[config.mk]
export PLATFORM = sky130hd
export DESIGN_NAME = multifunction_pin_select
export DESIGN_NICKNAME = d
export VERILOG_FILES = /design/src/common/pinmux_pkg.sv /design/src/core/int_pulse_shaper.sv /design/src/core/multifunction_pin_select.sv
export VERILOG_INCLUDE_DIRS = /design/src /design/src/common
export SDC_FILE = /design/constraint.sdc
export NUM_CORES = 1
export LEC_CHECK = 0
export BUFFER_PORTS_ARGS = -buffer_cell sky130_fd_sc_hd__clkbuf_2
export CAP_MARGIN = 5
export CORE_ASPECT_RATIO = 1.2
export CORE_UTILIZATION = 30
export DETAILED_ROUTE_END_ITERATION = 16
export GPL_ROUTABILITY_DRIVEN = 0
export GPL_TIMING_DRIVEN = 0
export PLACE_DENSITY = 0.58
export SYNTH_ARGS = -nofsm -noshare
export SYNTH_HDL_FRONTEND = slang
export SYNTH_SLANG_ARGS = --single-unit
[constraint.sdc]
create_clock -name CORE_CLK_I -period 2 [get_ports CORE_CLK_I]
set_input_delay 0.4 -clock CORE_CLK_I [delete_from_list [all_inputs] [get_ports CORE_CLK_I]]
set_output_delay 0.4 -clock CORE_CLK_I [all_outputs]
set_load 0.02 [all_outputs]
[src/common/pinmux_cfg.svh]
`ifndef PINMUX_CFG_SVH
`define PINMUX_CFG_SVH

// register numbers of the two pin control registers
`define MIC_REG_ADDR   8'h34
`define OUT_REG_ADDR   8'h35
`define REG_AW         8
`define REG_DW         8
`define RD_ZERO        8'h00

// mic data pin control field layout
`define MIC_FUNC_MSB   5
`define MIC_FUNC_LSB   2
`define MIC_BUF_BIT    1
`define GPO_BIT        0

// serial out pin control field layout
`define KEEP_BIT       4
`define OUT_FUNC_MSB   3
`define OUT_FUNC_LSB   1

// reset values
`define MIC_FUNC_RST   4'h0
`define OUT_FUNC_RST   3'h1
`define KEEP_DIS_RST   1'b1
`define GPO_RST        1'b0

// mic data pin function codes
`define MIC_F_OFF      4'h0
`define MIC_F_IN       4'h1
`define MIC_F_GPI      4'h2
`define MIC_F_GPO      4'h3
`define MIC_F_DIVCLK   4'h4
`define MIC_F_INTA     4'h5
`define MIC_F_INTB     4'h6
`define MIC_F_SBCLK    4'h8
`define MIC_F_SWCLK    4'h9
`define MIC_F_MODCLK   4'hA

// serial out pin function codes
`define OUT_F_OFF      3'h0
`define OUT_F_SDATA    3'h1
`define OUT_F_GPO      3'h2
`define OUT_F_DIVCLK   3'h3
`define OUT_F_INTA     3'h4
`define OUT_F_INTB     3'h5
`define OUT_F_SBCLK    3'h6
`define OUT_F_SWCLK    3'h7

// interrupt pulse timing
`define CLK_PERIOD_NS  25
`define INT_PULSE_NS   2000000
`define INT_PERIOD_NS  4000000
`define PULSE_CNT_W    18
`define INT_PULSE_CYC  ((`INT_PULSE_NS + `CLK_PERIOD_NS - 1) / `CLK_PERIOD_NS)
`define INT_PERIOD_CYC ((`INT_PERIOD_NS + `CLK_PERIOD_NS - 1) / `CLK_PERIOD_NS)

`endif

[src/common/pinmux_pkg.sv]
package pinmux_pkg;
  // function field types
  typedef logic [3:0] mic_func_t;
  typedef logic [2:0] out_func_t;
  // interrupt pulse shaper states
  typedef enum logic [1:0] {
    PULSE_IDLE,
    PULSE_HIGH,
    PULSE_LOW
  } pulse_state_e;
endpackage : pinmux_pkg

[src/core/int_pulse_shaper.sv]
`timescale 1ns/1ps
`include "pinmux_cfg.svh"

module int_pulse_shaper #(
  parameter logic [`PULSE_CNT_W-1:0] PULSE_CYC  = `PULSE_CNT_W'(`INT_PULSE_CYC),
  parameter logic [`PULSE_CNT_W-1:0] PERIOD_CYC = `PULSE_CNT_W'(`INT_PERIOD_CYC)
) (
  // clock and reset
  input  wire logic clk_i,
  input  wire logic rst_b_i,
  // event and mode
  input  wire logic event_i,
  input  wire logic repeat_i,
  input  wire logic flag_read_i,
  // shaped line
  output logic      pulse_o
);

  pinmux_pkg::pulse_state_e state_reg;  // current phase
  pinmux_pkg::pulse_state_e state_next;
  logic [`PULSE_CNT_W-1:0]  cnt_reg;    // cycles into phase
  logic [`PULSE_CNT_W-1:0]  cnt_next;
  logic                     rep_reg;    // train still running

  // phase sequencing; a new event restarts even during a flag read
  always_comb begin
    state_next = state_reg;
    cnt_next   = cnt_reg + `PULSE_CNT_W'(1);
    if (event_i) begin
      state_next = pinmux_pkg::PULSE_HIGH;
      cnt_next   = '0;
    end else begin
      case (state_reg)
        pinmux_pkg::PULSE_HIGH: begin
          // the pulse is never cut short, only the train
          if (cnt_reg == PULSE_CYC - `PULSE_CNT_W'(1)) begin
            cnt_next   = '0;
            state_next = (rep_reg && !flag_read_i) ? pinmux_pkg::PULSE_LOW
                                                    : pinmux_pkg::PULSE_IDLE;
          end
        end
        pinmux_pkg::PULSE_LOW: begin
          if (flag_read_i) begin
            state_next = pinmux_pkg::PULSE_IDLE;
            cnt_next   = '0;
          end else if (cnt_reg == PERIOD_CYC - PULSE_CYC - `PULSE_CNT_W'(1)) begin
            state_next = pinmux_pkg::PULSE_HIGH;
            cnt_next   = '0;
          end
        end
        default: begin
          state_next = pinmux_pkg::PULSE_IDLE;
          cnt_next   = '0;
        end
      endcase
    end
  end

  // phase and counter
  always_ff @(posedge clk_i or negedge rst_b_i) begin
    if (!rst_b_i) begin
      state_reg <= pinmux_pkg::PULSE_IDLE;
      cnt_reg   <= '0;
    end else begin
      state_reg <= state_next;
      cnt_reg   <= cnt_next;
    end
  end

  // repeat mode latched at the event; set wins over the flag read
  always_ff @(posedge clk_i or negedge rst_b_i) begin
    if (!rst_b_i) begin
      rep_reg <= 1'b0;
    end else if (event_i) begin
      rep_reg <= repeat_i;
    end else if (flag_read_i) begin
      rep_reg <= 1'b0;
    end
  end

  // active-high line straight from a flop
  always_ff @(posedge clk_i or negedge rst_b_i) begin
    if (!rst_b_i) begin
      pulse_o <= 1'b0;
    end else begin
      pulse_o <= (state_next == pinmux_pkg::PULSE_HIGH);
    end
  end
endmodule : int_pulse_shaper

[src/core/multifunction_pin_select.sv]
`timescale 1ns/1ps
`include "pinmux_cfg.svh"

// Behaviour
// mic pin code zero: both buffers off
// code one: input feeding secondary clocks, mic
// code two: general input, readable level
// code three: drive stored bit zero
// code four: drive divided clock output
// codes five, six: interrupt line a, b
// codes eight, nine: secondary bit, word clock
// code ten: drive modulator clock
// software avoids reserved mic pin codes
// bit one reads input buffer value
// out pin bit four: keeper disable, resets one
// out pin code resets one; zero powers off
// out code two drives stored bit zero
// out codes three-five: clock, interrupts
// out codes six, seven: secondary clocks
// software writes reserved bits as reset
// interrupt lines: 2 ms high pulses
// driver enabled only for output codes
module multifunction_pin_select #(
  parameter logic [`PULSE_CNT_W-1:0] INT_PULSE_CYC  = `PULSE_CNT_W'(`INT_PULSE_CYC),
  parameter logic [`PULSE_CNT_W-1:0] INT_PERIOD_CYC = `PULSE_CNT_W'(`INT_PERIOD_CYC)
) (
  // clock and reset
  input  wire logic              CORE_CLK_I,
  input  wire logic              RST_B_I,
  // register port
  input  wire logic              REG_WR_I,
  input  wire logic              REG_RD_I,
  input  wire logic [`REG_AW-1:0] REG_ADDR_I,
  input  wire logic [`REG_DW-1:0] REG_WDATA_I,
  output logic      [`REG_DW-1:0] REG_RDATA_O,
  // output sources
  input  wire logic              SER_DATA_I,
  input  wire logic              DIV_CLK_I,
  input  wire logic              SEC_BCLK_OUT_I,
  input  wire logic              SEC_WCLK_OUT_I,
  input  wire logic              MOD_CLK_I,
  // interrupt events and modes
  input  wire logic              INT_A_EVENT_I,
  input  wire logic              INT_A_REPEAT_I,
  input  wire logic              INT_B_EVENT_I,
  input  wire logic              INT_B_REPEAT_I,
  input  wire logic              FLAG_READ_I,
  // mic data pin pad
  input  wire logic              MIC_PIN_I,
  output logic                   MIC_PIN_O,
  output logic                   MIC_PIN_OE_O,
  output logic                   MIC_PIN_IE_O,
  // mic pin input routes
  output logic                   MIC_IN_LEVEL_O,
  output logic                   GEN_INPUT_O,
  // serial out pin pad
  output logic                   SDOUT_PIN_O,
  output logic                   SDOUT_PIN_OE_O,
  output logic                   SDOUT_KEEPER_EN_O
);

  // control registers
  pinmux_pkg::mic_func_t mic_func_reg;   // mic pin function
  logic                  mic_gpo_reg;    // mic pin output level
  pinmux_pkg::out_func_t out_func_reg;   // out pin function
  logic                  out_gpo_reg;    // out pin output level
  logic                  keep_dis_reg;   // keeper disable

  // pad input synchroniser
  logic                  mic_sync1_reg;  // first stage, read only by second
  logic                  mic_sync2_reg;  // settled pad level

  // interrupt lines
  logic                  int_a;          // shaped line a
  logic                  int_b;          // shaped line b

  // next values for pad flops
  logic                  mic_out_next;
  logic                  mic_oe_next;
  logic                  mic_ie_next;
  logic                  out_out_next;
  logic                  out_oe_next;
  logic                  mic_buf_val;    // level seen through input buffer
  logic [`REG_DW-1:0]    rdata_next;

  // decode of the two register numbers
  logic                  sel_mic;
  logic                  sel_out;
  assign sel_mic = (REG_ADDR_I == `MIC_REG_ADDR);
  assign sel_out = (REG_ADDR_I == `OUT_REG_ADDR);

  // mic pin control register; bit one and top bits are not stored
  always_ff @(posedge CORE_CLK_I or negedge RST_B_I) begin
    if (!RST_B_I) begin
      mic_func_reg <= `MIC_FUNC_RST;
      mic_gpo_reg  <= `GPO_RST;
    end else if (REG_WR_I && sel_mic) begin
      mic_func_reg <= REG_WDATA_I[`MIC_FUNC_MSB:`MIC_FUNC_LSB];
      mic_gpo_reg  <= REG_WDATA_I[`GPO_BIT];
    end
  end

  // out pin control register; top bits are not stored
  always_ff @(posedge CORE_CLK_I or negedge RST_B_I) begin
    if (!RST_B_I) begin
      out_func_reg <= `OUT_FUNC_RST;
      out_gpo_reg  <= `GPO_RST;
      keep_dis_reg <= `KEEP_DIS_RST;
    end else if (REG_WR_I && sel_out) begin
      out_func_reg <= REG_WDATA_I[`OUT_FUNC_MSB:`OUT_FUNC_LSB];
      out_gpo_reg  <= REG_WDATA_I[`GPO_BIT];
      keep_dis_reg <= REG_WDATA_I[`KEEP_BIT];
    end
  end

  // two-flop synchroniser on the pad input
  always_ff @(posedge CORE_CLK_I or negedge RST_B_I) begin
    if (!RST_B_I) begin
      mic_sync1_reg <= 1'b0;
      mic_sync2_reg <= 1'b0;
    end else begin
      mic_sync1_reg <= MIC_PIN_I;
      mic_sync2_reg <= mic_sync1_reg;
    end
  end

  // a powered-down buffer reads as zero
  assign mic_buf_val = mic_sync2_reg & MIC_PIN_IE_O;

  // interrupt line shapers
  int_pulse_shaper #(
    .PULSE_CYC  (INT_PULSE_CYC),
    .PERIOD_CYC (INT_PERIOD_CYC)
  ) u_int_a (
    .clk_i       (CORE_CLK_I),
    .rst_b_i     (RST_B_I),
    .event_i     (INT_A_EVENT_I),
    .repeat_i    (INT_A_REPEAT_I),
    .flag_read_i (FLAG_READ_I),
    .pulse_o     (int_a)
  );

  int_pulse_shaper #(
    .PULSE_CYC  (INT_PULSE_CYC),
    .PERIOD_CYC (INT_PERIOD_CYC)
  ) u_int_b (
    .clk_i       (CORE_CLK_I),
    .rst_b_i     (RST_B_I),
    .event_i     (INT_B_EVENT_I),
    .repeat_i    (INT_B_REPEAT_I),
    .flag_read_i (FLAG_READ_I),
    .pulse_o     (int_b)
  );

  // mic pin source select and buffer enables
  always_comb begin
    mic_out_next = 1'b0;
    mic_oe_next  = 1'b1;
    mic_ie_next  = 1'b1;
    case (mic_func_reg)
      `MIC_F_OFF: begin
        mic_oe_next = 1'b0;
        mic_ie_next = 1'b0;
      end
      `MIC_F_IN,
      `MIC_F_GPI: begin
        mic_oe_next = 1'b0;
      end
      `MIC_F_GPO:    mic_out_next = mic_gpo_reg;
      `MIC_F_DIVCLK: mic_out_next = DIV_CLK_I;
      `MIC_F_INTA:   mic_out_next = int_a;
      `MIC_F_INTB:   mic_out_next = int_b;
      `MIC_F_SBCLK:  mic_out_next = SEC_BCLK_OUT_I;
      `MIC_F_SWCLK:  mic_out_next = SEC_WCLK_OUT_I;
      `MIC_F_MODCLK: mic_out_next = MOD_CLK_I;
      default: begin
        // reserved codes park the pin as if disabled
        mic_oe_next = 1'b0;
        mic_ie_next = 1'b0;
      end
    endcase
  end

  // out pin source select
  always_comb begin
    out_out_next = 1'b0;
    out_oe_next  = 1'b1;
    case (out_func_reg)
      `OUT_F_OFF:    out_oe_next  = 1'b0;
      `OUT_F_SDATA:  out_out_next = SER_DATA_I;
      `OUT_F_GPO:    out_out_next = out_gpo_reg;
      `OUT_F_DIVCLK: out_out_next = DIV_CLK_I;
      `OUT_F_INTA:   out_out_next = int_a;
      `OUT_F_INTB:   out_out_next = int_b;
      `OUT_F_SBCLK:  out_out_next = SEC_BCLK_OUT_I;
      `OUT_F_SWCLK:  out_out_next = SEC_WCLK_OUT_I;
      default:       out_oe_next  = 1'b0;
    endcase
  end

  // mic pad flops; registering adds one cycle of skew to routed clocks
  always_ff @(posedge CORE_CLK_I or negedge RST_B_I) begin
    if (!RST_B_I) begin
      MIC_PIN_O    <= 1'b0;
      MIC_PIN_OE_O <= 1'b0;
      MIC_PIN_IE_O <= 1'b0;
    end else begin
      MIC_PIN_O    <= mic_out_next;
      MIC_PIN_OE_O <= mic_oe_next;
      MIC_PIN_IE_O <= mic_ie_next;
    end
  end

  // out pad flops; released in reset, then drive serial data as reset code one selects
  always_ff @(posedge CORE_CLK_I or negedge RST_B_I) begin
    if (!RST_B_I) begin
      SDOUT_PIN_O       <= 1'b0;
      SDOUT_PIN_OE_O    <= 1'b0;
      SDOUT_KEEPER_EN_O <= 1'b0;
    end else begin
      SDOUT_PIN_O       <= out_out_next;
      SDOUT_PIN_OE_O    <= out_oe_next;
      SDOUT_KEEPER_EN_O <= !keep_dis_reg;
    end
  end

  // input level routes, zero unless the mode selects them
  always_ff @(posedge CORE_CLK_I or negedge RST_B_I) begin
    if (!RST_B_I) begin
      MIC_IN_LEVEL_O <= 1'b0;
      GEN_INPUT_O    <= 1'b0;
    end else begin
      MIC_IN_LEVEL_O <= (mic_func_reg == `MIC_F_IN) & mic_sync2_reg;
      GEN_INPUT_O    <= (mic_func_reg == `MIC_F_GPI) & mic_sync2_reg;
    end
  end

  // read word assembly; reserved bits read zero
  always_comb begin
    rdata_next = `RD_ZERO;
    if (sel_mic) begin
      rdata_next[`MIC_FUNC_MSB:`MIC_FUNC_LSB] = mic_func_reg;
      rdata_next[`MIC_BUF_BIT]                = mic_buf_val;
      rdata_next[`GPO_BIT]                    = mic_gpo_reg;
    end else if (sel_out) begin
      rdata_next[`KEEP_BIT]                   = keep_dis_reg;
      rdata_next[`OUT_FUNC_MSB:`OUT_FUNC_LSB] = out_func_reg;
      rdata_next[`GPO_BIT]                    = out_gpo_reg;
    end
  end

  // read data held until the next read strobe
  always_ff @(posedge CORE_CLK_I or negedge RST_B_I) begin
    if (!RST_B_I) begin
      REG_RDATA_O <= `RD_ZERO;
    end else if (REG_RD_I) begin
      REG_RDATA_O <= rdata_next;
    end
  end
endmodule : multifunction_pin_select

# Yosys cells after proc, flatten, opt, wreduce, memory -nomap -nowiden
# Cells that the tools add are included.
# totals
regBits	70
inputBits	31
out_inout_bits	16
# op_classes
addsub	2
n_eq_ne	26
muxes	31
n_bitwise	3
reduce_logical	11
# ops
operator	count
$mux W18	6
$pmux W18 S2	2
$add A18 B1 Y18 const B	2
$eq A18 B17 Y1 const B	2
$mux W2	10
$eq A8 B6 Y1 const B	2
$pmux W1 S7	2
$eq A3 B3 Y1 const B	4
$eq A4 B3 Y1 const B	3
$eq A4 B4 Y1 const B	3
$mux W5	2
$reduce_or A9 Y1	1
$eq A2 B1 Y1 const B	4
$eq A4 B2 Y1 const B	2
$pmux W2 S2	2
$mux W1	7
$reduce_or A7 Y1	1
$eq A3 B2 Y1 const B	2
$eq A2 B2 Y1 const B	2
$eq A4 B1 Y1 const B	1
$logic_and A1 B1 Y1	4
$reduce_bool A2 Y1	2
$and A1 B1 Y1	3
$eq A3 B1 Y1 const B	1
2 further kinds	3

# Longest topological paths before layout
# Gate-level depths: netlist of the first run.
# logic_depth
word_depth	7
mapped_depth	7
ltp_nobuf	6

# Hierarchy
# From an unflattened synthesis of the first run, not the netlist that was laid out.
# hier_totals
hier_cells	342
hier_area_um2	3601.0
# modules_own_cells
mod	instances	cells_each	area_per_inst_um2
multifunction_pin_select	1	96	1216.2
int_pulse_shaper (u_int_a)	1	125	1192.4
int_pulse_shaper (u_int_b)	1	121	1192.4

# Worst setup path before layout of the first run
# OpenSTA, ideal clock, no wires.
# synth_path
path_kind	reg2reg
from	reg u_int_b.cnt_reg[7]
to	reg u_int_b.cnt_reg[1]
setup_time_ps	120
arrival_ps	1867
t_required_ps	1880
slack_ps	12
path_stages_with_launch	5
n_path_buf	0
cell_sequence	dfrtp_1 > or4_1 > or4_4 > or2_4 > and3_2
# synth_between
elab_chain_cells	5
# synth_lines
item	line	rtl
start, declared	int_pulse_shaper.sv:21	logic [`PULSE_CNT_W-1:0] cnt_reg;
start signal, assigned	int_pulse_shaper.sv:66	cnt_reg <= cnt_next;
$eq A18 B17 Y1 (*)	int_pulse_shaper.sv:36, int_pulse_shaper.sv:46	
$mux W18 (*)	int_pulse_shaper.sv:36, int_pulse_shaper.sv:46	
$mux W18	int_pulse_shaper.sv:43	if (flag_read_i) begin
$pmux W18 S2 (*)	int_pulse_shaper.sv:33	case (state_reg)
$mux W18 (*)	int_pulse_shaper.sv:29	if (event_i) begin
via u_int_b.cnt_next[1]	int_pulse_shaper.sv:22	logic [`PULSE_CNT_W-1:0] cnt_next;
# The timed path passes the listed nets; every way through them passes the cells marked *.
# A chain may end at the register's enable or synchronous reset.

# Worst setup path after layout of the first run
# layout_path
from	reg u_int_b.cnt_reg[9]
to	reg u_int_b.pulse_o
# layout_between
elab_chain_cells	6
word_cells_on_any_way	7
classes_between	2 x eq/ne; 5 x mux
# layout_lines
item	line	rtl
$eq A18 B17 Y1 (*)	int_pulse_shaper.sv:36, int_pulse_shaper.sv:46	
$mux W2	int_pulse_shaper.sv:46	end else if (cnt_reg == PERIOD_CYC - PULSE_CYC - `PULSE_CNT_W'(1)) begin
$mux W2	int_pulse_shaper.sv:43	
$pmux W2 S2 (*)	int_pulse_shaper.sv:33	
$mux W2 (*)	int_pulse_shaper.sv:29	
$eq A2 B1 Y1 (*)	int_pulse_shaper.sv:86	pulse_o <= (state_next == pinmux_pkg::PULSE_HIGH);
end signal, assigned	int_pulse_shaper.sv:86	
end, declared	int_pulse_shaper.sv:16	output logic pulse_o
# Mark *: on every way between the ends. The rest lies on a longest branch, timed or not.

==> results of run 1 <==
Yosys cell counts, drive strengths merged, types with 3 or more instances:
library cell,count,area [µm²]
and3,8,53.8
dfrtp,68,1700
xor2,13,114
mux2,15,169
nand2b,3,18.8
nor3b,3,22.5
or4,4,33.8
o21ai,16,83.8
nor2b,4,25.0
or3,11,70.1
xnor2,12,105
ha,6,75.1
and2,3,18.8
nand4,11,68.8
nor4,4,25.0
nand2,21,78.8
o22ai,7,43.8
nor2,39,146
buf,3,26.3
a21oi,12,60.1
mux2i,5,50.1
or2,3,21.3
and4,3,27.5
inv,15,56.3
nand3,15,75.1
clkbuf,9,33.8
timing repair:
| item | in CTS | in global routing |
|---|---|---|
| pin swaps | 3 | 3 |
| hold buffers | 1 | 0 |
| buffers inserted | 4 | 4 |
| resized for setup | 6 | 5 |
| setup endpoints to repair | 34 | 35 |
| endpoints found under the hold margin | 2 | 0 |
cell type report:
class	count	area (µm²)	area share (%)
Sequential cell	70	1760	40.4
Clock inverter	7	120	2.77
Buffer	11	60.1	1.38
Multi-Input combinational cell	244	1630	37.5
Inverter	15	56.3	1.30
Tap cell	154	193	4.44
Clock buffer	9	225	5.19
Timing Repair Buffer	51	305	7.03
per-layer routing:
| layer | vias to the layer above | global-route usage, % | part of all wire (%) |
|---|---|---|---|
| li1 | 1330 | - | - |
| met1 | 1294 | 17.6 | 46 |
| met2 | 46 | 22.2 | 48 |
| met3 | 10 | 2.74 | 3.5 |
| met4 | 0 | 5.71 | 1.7 |
| met5 | - | 0 | 0 |
worst max-delay path, delay by kind of cell (launching register included):
| family | cells | cell delay [ns] |
|---|---|---|
| AND/OR/NAND/NOR | 3 | 1.26 |
| multiplexers | 1 | 0.16 |
| flip-flops | 1 | 0.42 |
logic make-up (layout without fill, tap and decap cells):
group	count (synthesis)	in the layout	share of synthesized area, %
simple gates	140	140	21.6
xor+xnor	25	25	6.32
buf+inv	27	93	3.36
compound gates	50	50	8.78
mux	21	21	6.98
fa+ha+maj	6	6	2.17
other cells	1	2	0.108
flops	70	70	50.7
per-stage QoR:
step,power (mW),cell area (µm²)
floorplan,1.61,3470
global placement,1.71,3860
detailed placement,1.72,3890
CTS,3.60,4300
global route,3.69,4340
finish,3.55,4340
how the worst min path moves through the flow:
stage	slack (ns)	depth (start not counted)	end	from
2_1_floorplan	0.10	0	GEN_INPUT_O$_DFF_PN0_	RST_B_I
3_3_place_gp	0.38	0	mic_sync2_reg$_DFF_PN0_	mic_sync1_reg$_DFF_PN0_
3_5_place_dp	0.35	1	u_int_a.cnt_reg[8]$_DFF_PN0_	RST_B_I
4_1_cts	0.17	1	mic_sync1_reg$_DFF_PN0_	MIC_PIN_I
5_1_grt	0.17	1	mic_sync1_reg$_DFF_PN0_	MIC_PIN_I
6_report	0.18	1	mic_sync1_reg$_DFF_PN0_	MIC_PIN_I
power groups by stage:
stage | Clock [mW] | Sequential, mW | Combinational (mW)
2_1_floorplan | 0 | 1.52 | 0.0924
4_1_cts | 1.89 | 1.48 | 0.222
3_5_place_dp | 0 | 1.51 | 0.213
3_3_place_gp | 0 | 1.51 | 0.202
6_report | 1.85 | 1.48 | 0.223
5_1_grt | 1.95 | 1.49 | 0.251
==> flow_summary.json, run 1 <==
{
  "status": "finished, final reports clean",
  "setup_viol": 0,
  "dr_total_vias": 2680,
  "nets": 439,
  "diodes": 0,
  "drc_errors": 0,
  "die_h_um": 120,
  "crit_arrival_ns": 2.17,
  "regToRegStartpoint": "u_int_b.cnt_reg[9]$_DFF_PN0_",
  "die_area_um2": 12000,
  "crit_chain": "or4_1 -> or4_4 -> or2_4 -> mux2i_2",
  "tritoncts": "built",
  "wl_per_cell_um": 13.2,
  "crit_type": "register to register",
  "mostFrequentLayoutCells": "dfrtp_1, clkbuf_2, nor2_1",
  "power.switching_mw": 0.777,
  "combPwrFrac_pct": 6.3,
  "die_x_um": 100,
  "grt.overflow.total": 0,
  "cp_data_required_time_ns": 2.21,
  "drive_gt1_share_pct": 25.3,
  "fillCellCount": 1142,
  "setup_slack_ns": 0.0385,
  "cts_max_level": 3,
  "yosys_warnings": 0,
  "syn_to_final_growth_pct": 25.4,
  "final_common_cell": "dfrtp_1",
  "layout_worst_path_cycle_share_pct": 98.1,
  "core_area_um2": 11100,
  "drv_cap": 0,
  "num_rows": 42,
  "slowest_stage": "or4_1",
  "final_cells": 561,
  "startpoint": "u_int_b.cnt_reg[9]$_DFF_PN0_",
  "cellPowerDensity_nw_per_um2": 818,
  "initial_core_util_pct": 31.1,
  "max_freq_mhz": 510,
  "critPathCaptureType": "register",
  "grt_pass1_wl_um": 12900,
  "worstSetupEndpoint": "u_int_b.pulse_o$_DFF_PN0_",
  "cp-start-kind": "register",
  "antenna_found_initial": 0,
  "finish.utilization_pct": 39.0,
  "min_path_type": "input port to register",
  "hold_violations": 0,
  "clkTransAtPathRegs_ns": 0.06,
  "first_iter_violations": 144,
  "async_flop_share_pct": 100,
  "track_usage_pct": 13.6,
  "ir_drop_mv": 0.449,
  "max_stage_delay_ns": 0.51,
  "grt_pass1_vias": 2673,
  "drt.antenna.violating_nets": 0,
  "dp_slack_ns": -0.446,
  "numCtsBuffers": 9,
  "synth-edff-count": 0,
  "clk_latency_ns": 0.33,
  "io_buffers": 41,
  "io-pin-count": 47,
  "synth-seq-cells": 70,
  "vias_per_cell": 4.78,
  "synth_cell_types": 54,
  "r2r_setup_slack_ns": 0.04,
  "ys.flop_type": "dfrtp_1",
  "wirelength_um": 7430,
  "synth.avg_cell_area_um2": 10.2,
  "final.setup.tns_ns": 0,
  "pwr-share-seq_pct": 41.7,
  "rsz0062_at_grt": "true",
  "dp_hpwl_um": 5400,
  "p_clk_share_pct": 52.0,
  "timing.rr.end": "u_int_b.pulse_o$_DFF_PN0_",
  "rr_worst_depth": 4,
  "clockRootBuffer": "clkbuf_16",
  "timing.hold.ws_ns": 0.176,
  "placed_cells": 537,
  "p_leak_nw": 1.92,
  "ys_seq_area_share_pct": 50.7,
  "netlist_area_um2": 3460,
  "fin_skew_ns": 0.00540,
  "dr.pass1.iters": 4,
  "cts_buffer_depth": 2,
  "cp_max_fo": 5,
  "internal_power_mw": 2.78,
  "grt_max_degree": 51,
  "drv_slew": 0,
  "p_sw_share_pct": 21.9,
  "syn_inst": 340,
  "cts_sinks": 70,
  "fin_crit_ns": 1.96
}
Power figures use the tool's default switching activity.
==> run 2, diff against run 1 <==
--- a/config.mk
+++ b/config.mk
@@ -10,6 +10,7 @@
 export CAP_MARGIN = 5
 export CORE_ASPECT_RATIO = 1.2
 export CORE_UTILIZATION = 30
+export CTS_BUF_LIST = sky130_fd_sc_hd__clkbuf_8
 export DETAILED_ROUTE_END_ITERATION = 16
 export GPL_ROUTABILITY_DRIVEN = 0
 export GPL_TIMING_DRIVEN = 0
==> run 2 against run 1 <==
- flip-flop and latch count stayed put
- design area is 1.6% lower
- sequential power hardly changed
- clock power is 24% lower
- critical path type unchanged
- largest cell class unchanged
- largest power group is now registers
==> flow_summary.json, run 2 (synthesis results as in run 1) <==
{
  "pwr-share-seq_pct": 47.5,
  "crit_chain": "or4_4 -> or4_4 -> or2_4 -> mux2i_2",
  "final_common_cell": "dfrtp_1",
  "die_h_um": 120,
  "track_usage_pct": 13.7,
  "grt_pass1_vias": 2695,
  "power.switching_mw": 0.728,
  "drive_gt1_share_pct": 26.3,
  "io_buffers": 41,
  "p_leak_nw": 1.90,
  "top_layer": "met4",
  "cp_top_family": "simple AND/OR/NAND/NOR gates",
  "cp.depth": 4,
  "diodes": 0,
  "syn_to_final_growth_pct": 23.5,
  "hp-start": "MIC_PIN_I",
  "ir_drop_mv": 0.366,
  "antenna_found_initial": 0,
  "setup_slack_ns": 0.0344,
  "cp_max_fo": 4,
  "grt_pass1_wl_um": 12900,
  "tritoncts": "built",
  "crit_arrival_ns": 2.19,
  "rsz0062_at_grt": "true",
  "grt_max_degree": 51,
  "die_x_um": 100,
  "die_area_um2": 12000,
  "cp_data_required_time_ns": 2.23,
  "cts_max_level": 3,
  "max_stage_delay_ns": 0.52,
  "hold-path-cell-count": 1,
  "p_clk_share_pct": 45.3,
  "r2r_setup_slack_ns": 0.03,
  "numCtsBuffers": 9,
  "status": "finished, final reports clean",
  "p_sw_share_pct": 23.4,
  "slowest_stage": "or4_4",
  "met2WireLength_um": 3670,
  "internal_power_mw": 2.39,
  "fin_crit_ns": 1.97,
  "fillCellCount": 1147,
  "crit_type": "register to register",
  "cpMostUsedCell": "or4_4",
  "fin_skew_ns": 0.00730,
  "dr_total_vias": 2673,
  "clockRootBuffer": "clkbuf_8",
  "regToRegStartpoint": "u_int_b.cnt_reg[7]$_DFF_PN0_",
  "rr_worst_depth": 4,
  "dr.pass1.iters": 4,
  "initial_core_util_pct": 31.1,
  "combPwrFrac_pct": 7.2,
  "drv_cap": 0,
  "clk_latency_ns": 0.35,
  "met1Wirelength_um": 3410,
  "met3_length_um": 319,
  "core_area_um2": 11100,
  "hold_violations": 0,
  "timing.rr.end": "u_int_b.pulse_o$_DFF_PN0_",
  "wirelength_um": 7500,
  "cp.buffers_inverters": 0,
  "critPathCaptureType": "register",
  "nets": 443,
  "vias_per_cell": 4.73,
  "cts_sinks": 70,
  "drc_errors": 0,
  "max_freq_mhz": 509,
  "grt.overflow.total": 0,
  "wl_per_cell_um": 13.3,
  "dp_hpwl_um": 5400,
  "io-pin-count": 47,
  "min_to": "mic_sync1_reg$_DFF_PN0_",
  "cp-start-kind": "register",
  "min_path_type": "input port to register",
  "mostFrequentLayoutCells": "dfrtp_1, clkbuf_2, nor2_1",
  "first_iter_violations": 118,
  "placed_cells": 537,
  "setup_viol": 0,
  "cellPowerDensity_nw_per_um2": 728,
  "drt.antenna.violating_nets": 0,
  "clkTransAtPathRegs_ns": 0.08,
  "drv_slew": 0,
  "layout_worst_path_cycle_share_pct": 98.3,
  "p_total_mw": 3.11,
  "final_cells": 565,
  "dp_slack_ns": -0.446,
  "cts_buffer_depth": 2,
  "num_rows": 42
}
-- run 2: area by class of cell --
type	count	area, µm²	share of cell area (%)
plain buffers	11	60.1	1.40
clock buffers	9	124	2.90
clock inverters	7	120	2.81
inverters	15	56.3	1.32
multi-input cells	244	1630	38.2
flip-flops and latches	70	1760	41.1
well taps	154	193	4.51
repair buffers	55	335	7.84
-- run 2: timing repair --
action                     4_1_cts  5_1_grt
gates cloned                     0        0
pin swaps                        3        2
hold buffers                     1        0
buffers inserted                 6        6
setup endpoints to repair       36       35
gates resized for setup          6        6
hold endpoints to repair        20        0
-- run 2: worst max-delay path by stage --
stage | endpoint | startpoint
after floorplan | u_int_b.cnt_reg[1]$_DFF_PN0_ | u_int_b.cnt_reg[7]$_DFF_PN0_
after global placement | u_int_a.cnt_reg[5]$_DFF_PN0_ | u_int_a.cnt_reg[0]$_DFF_PN0_
after detailed placement | u_int_a.cnt_reg[9]$_DFF_PN0_ | u_int_a.cnt_reg[0]$_DFF_PN0_
after CTS | u_int_a.cnt_reg[5]$_DFF_PN0_ | u_int_a.cnt_reg[0]$_DFF_PN0_
after global routing | u_int_b.pulse_o$_DFF_PN0_ | u_int_b.cnt_reg[15]$_DFF_PN0_
final | u_int_b.pulse_o$_DFF_PN0_ | u_int_b.cnt_reg[7]$_DFF_PN0_
-- run 2: power groups by stage --
stage          Sequential (mW)  Clock, mW  Combinational [mW]
2_1_floorplan             1.52          0              0.0924
3_3_place_gp              1.51          0               0.202
3_5_place_dp              1.51          0               0.213
4_1_cts                   1.48       1.46               0.222
5_1_grt                   1.48       1.52               0.252
6_report                  1.48       1.41               0.225
-- run 2: routing by layer --
metal  global-route usage, %  up-vias
met4                    4.62        0
met2                    22.9       39
li1                        -     1331
met1                    17.0     1291
met3                    3.61       12
met5                       0        -
-- run 2: through the flow --
step / setup TNS [ns] / instance area, µm² / utilization [%] / hold WS [ns]
floorplan: 0 / 3470 / - / 0.104
global route: -0.0106 / 4280 / 38.4 / 0.147
CTS: 0 / 4220 / 37.8 / 0.141
detailed placement: -9.18 / 3890 / 35.0 / 0.352
global placement: -10.88 / 3860 / 34.7 / 0.383
finish: 0 / 4280 / 38.4 / 0.159
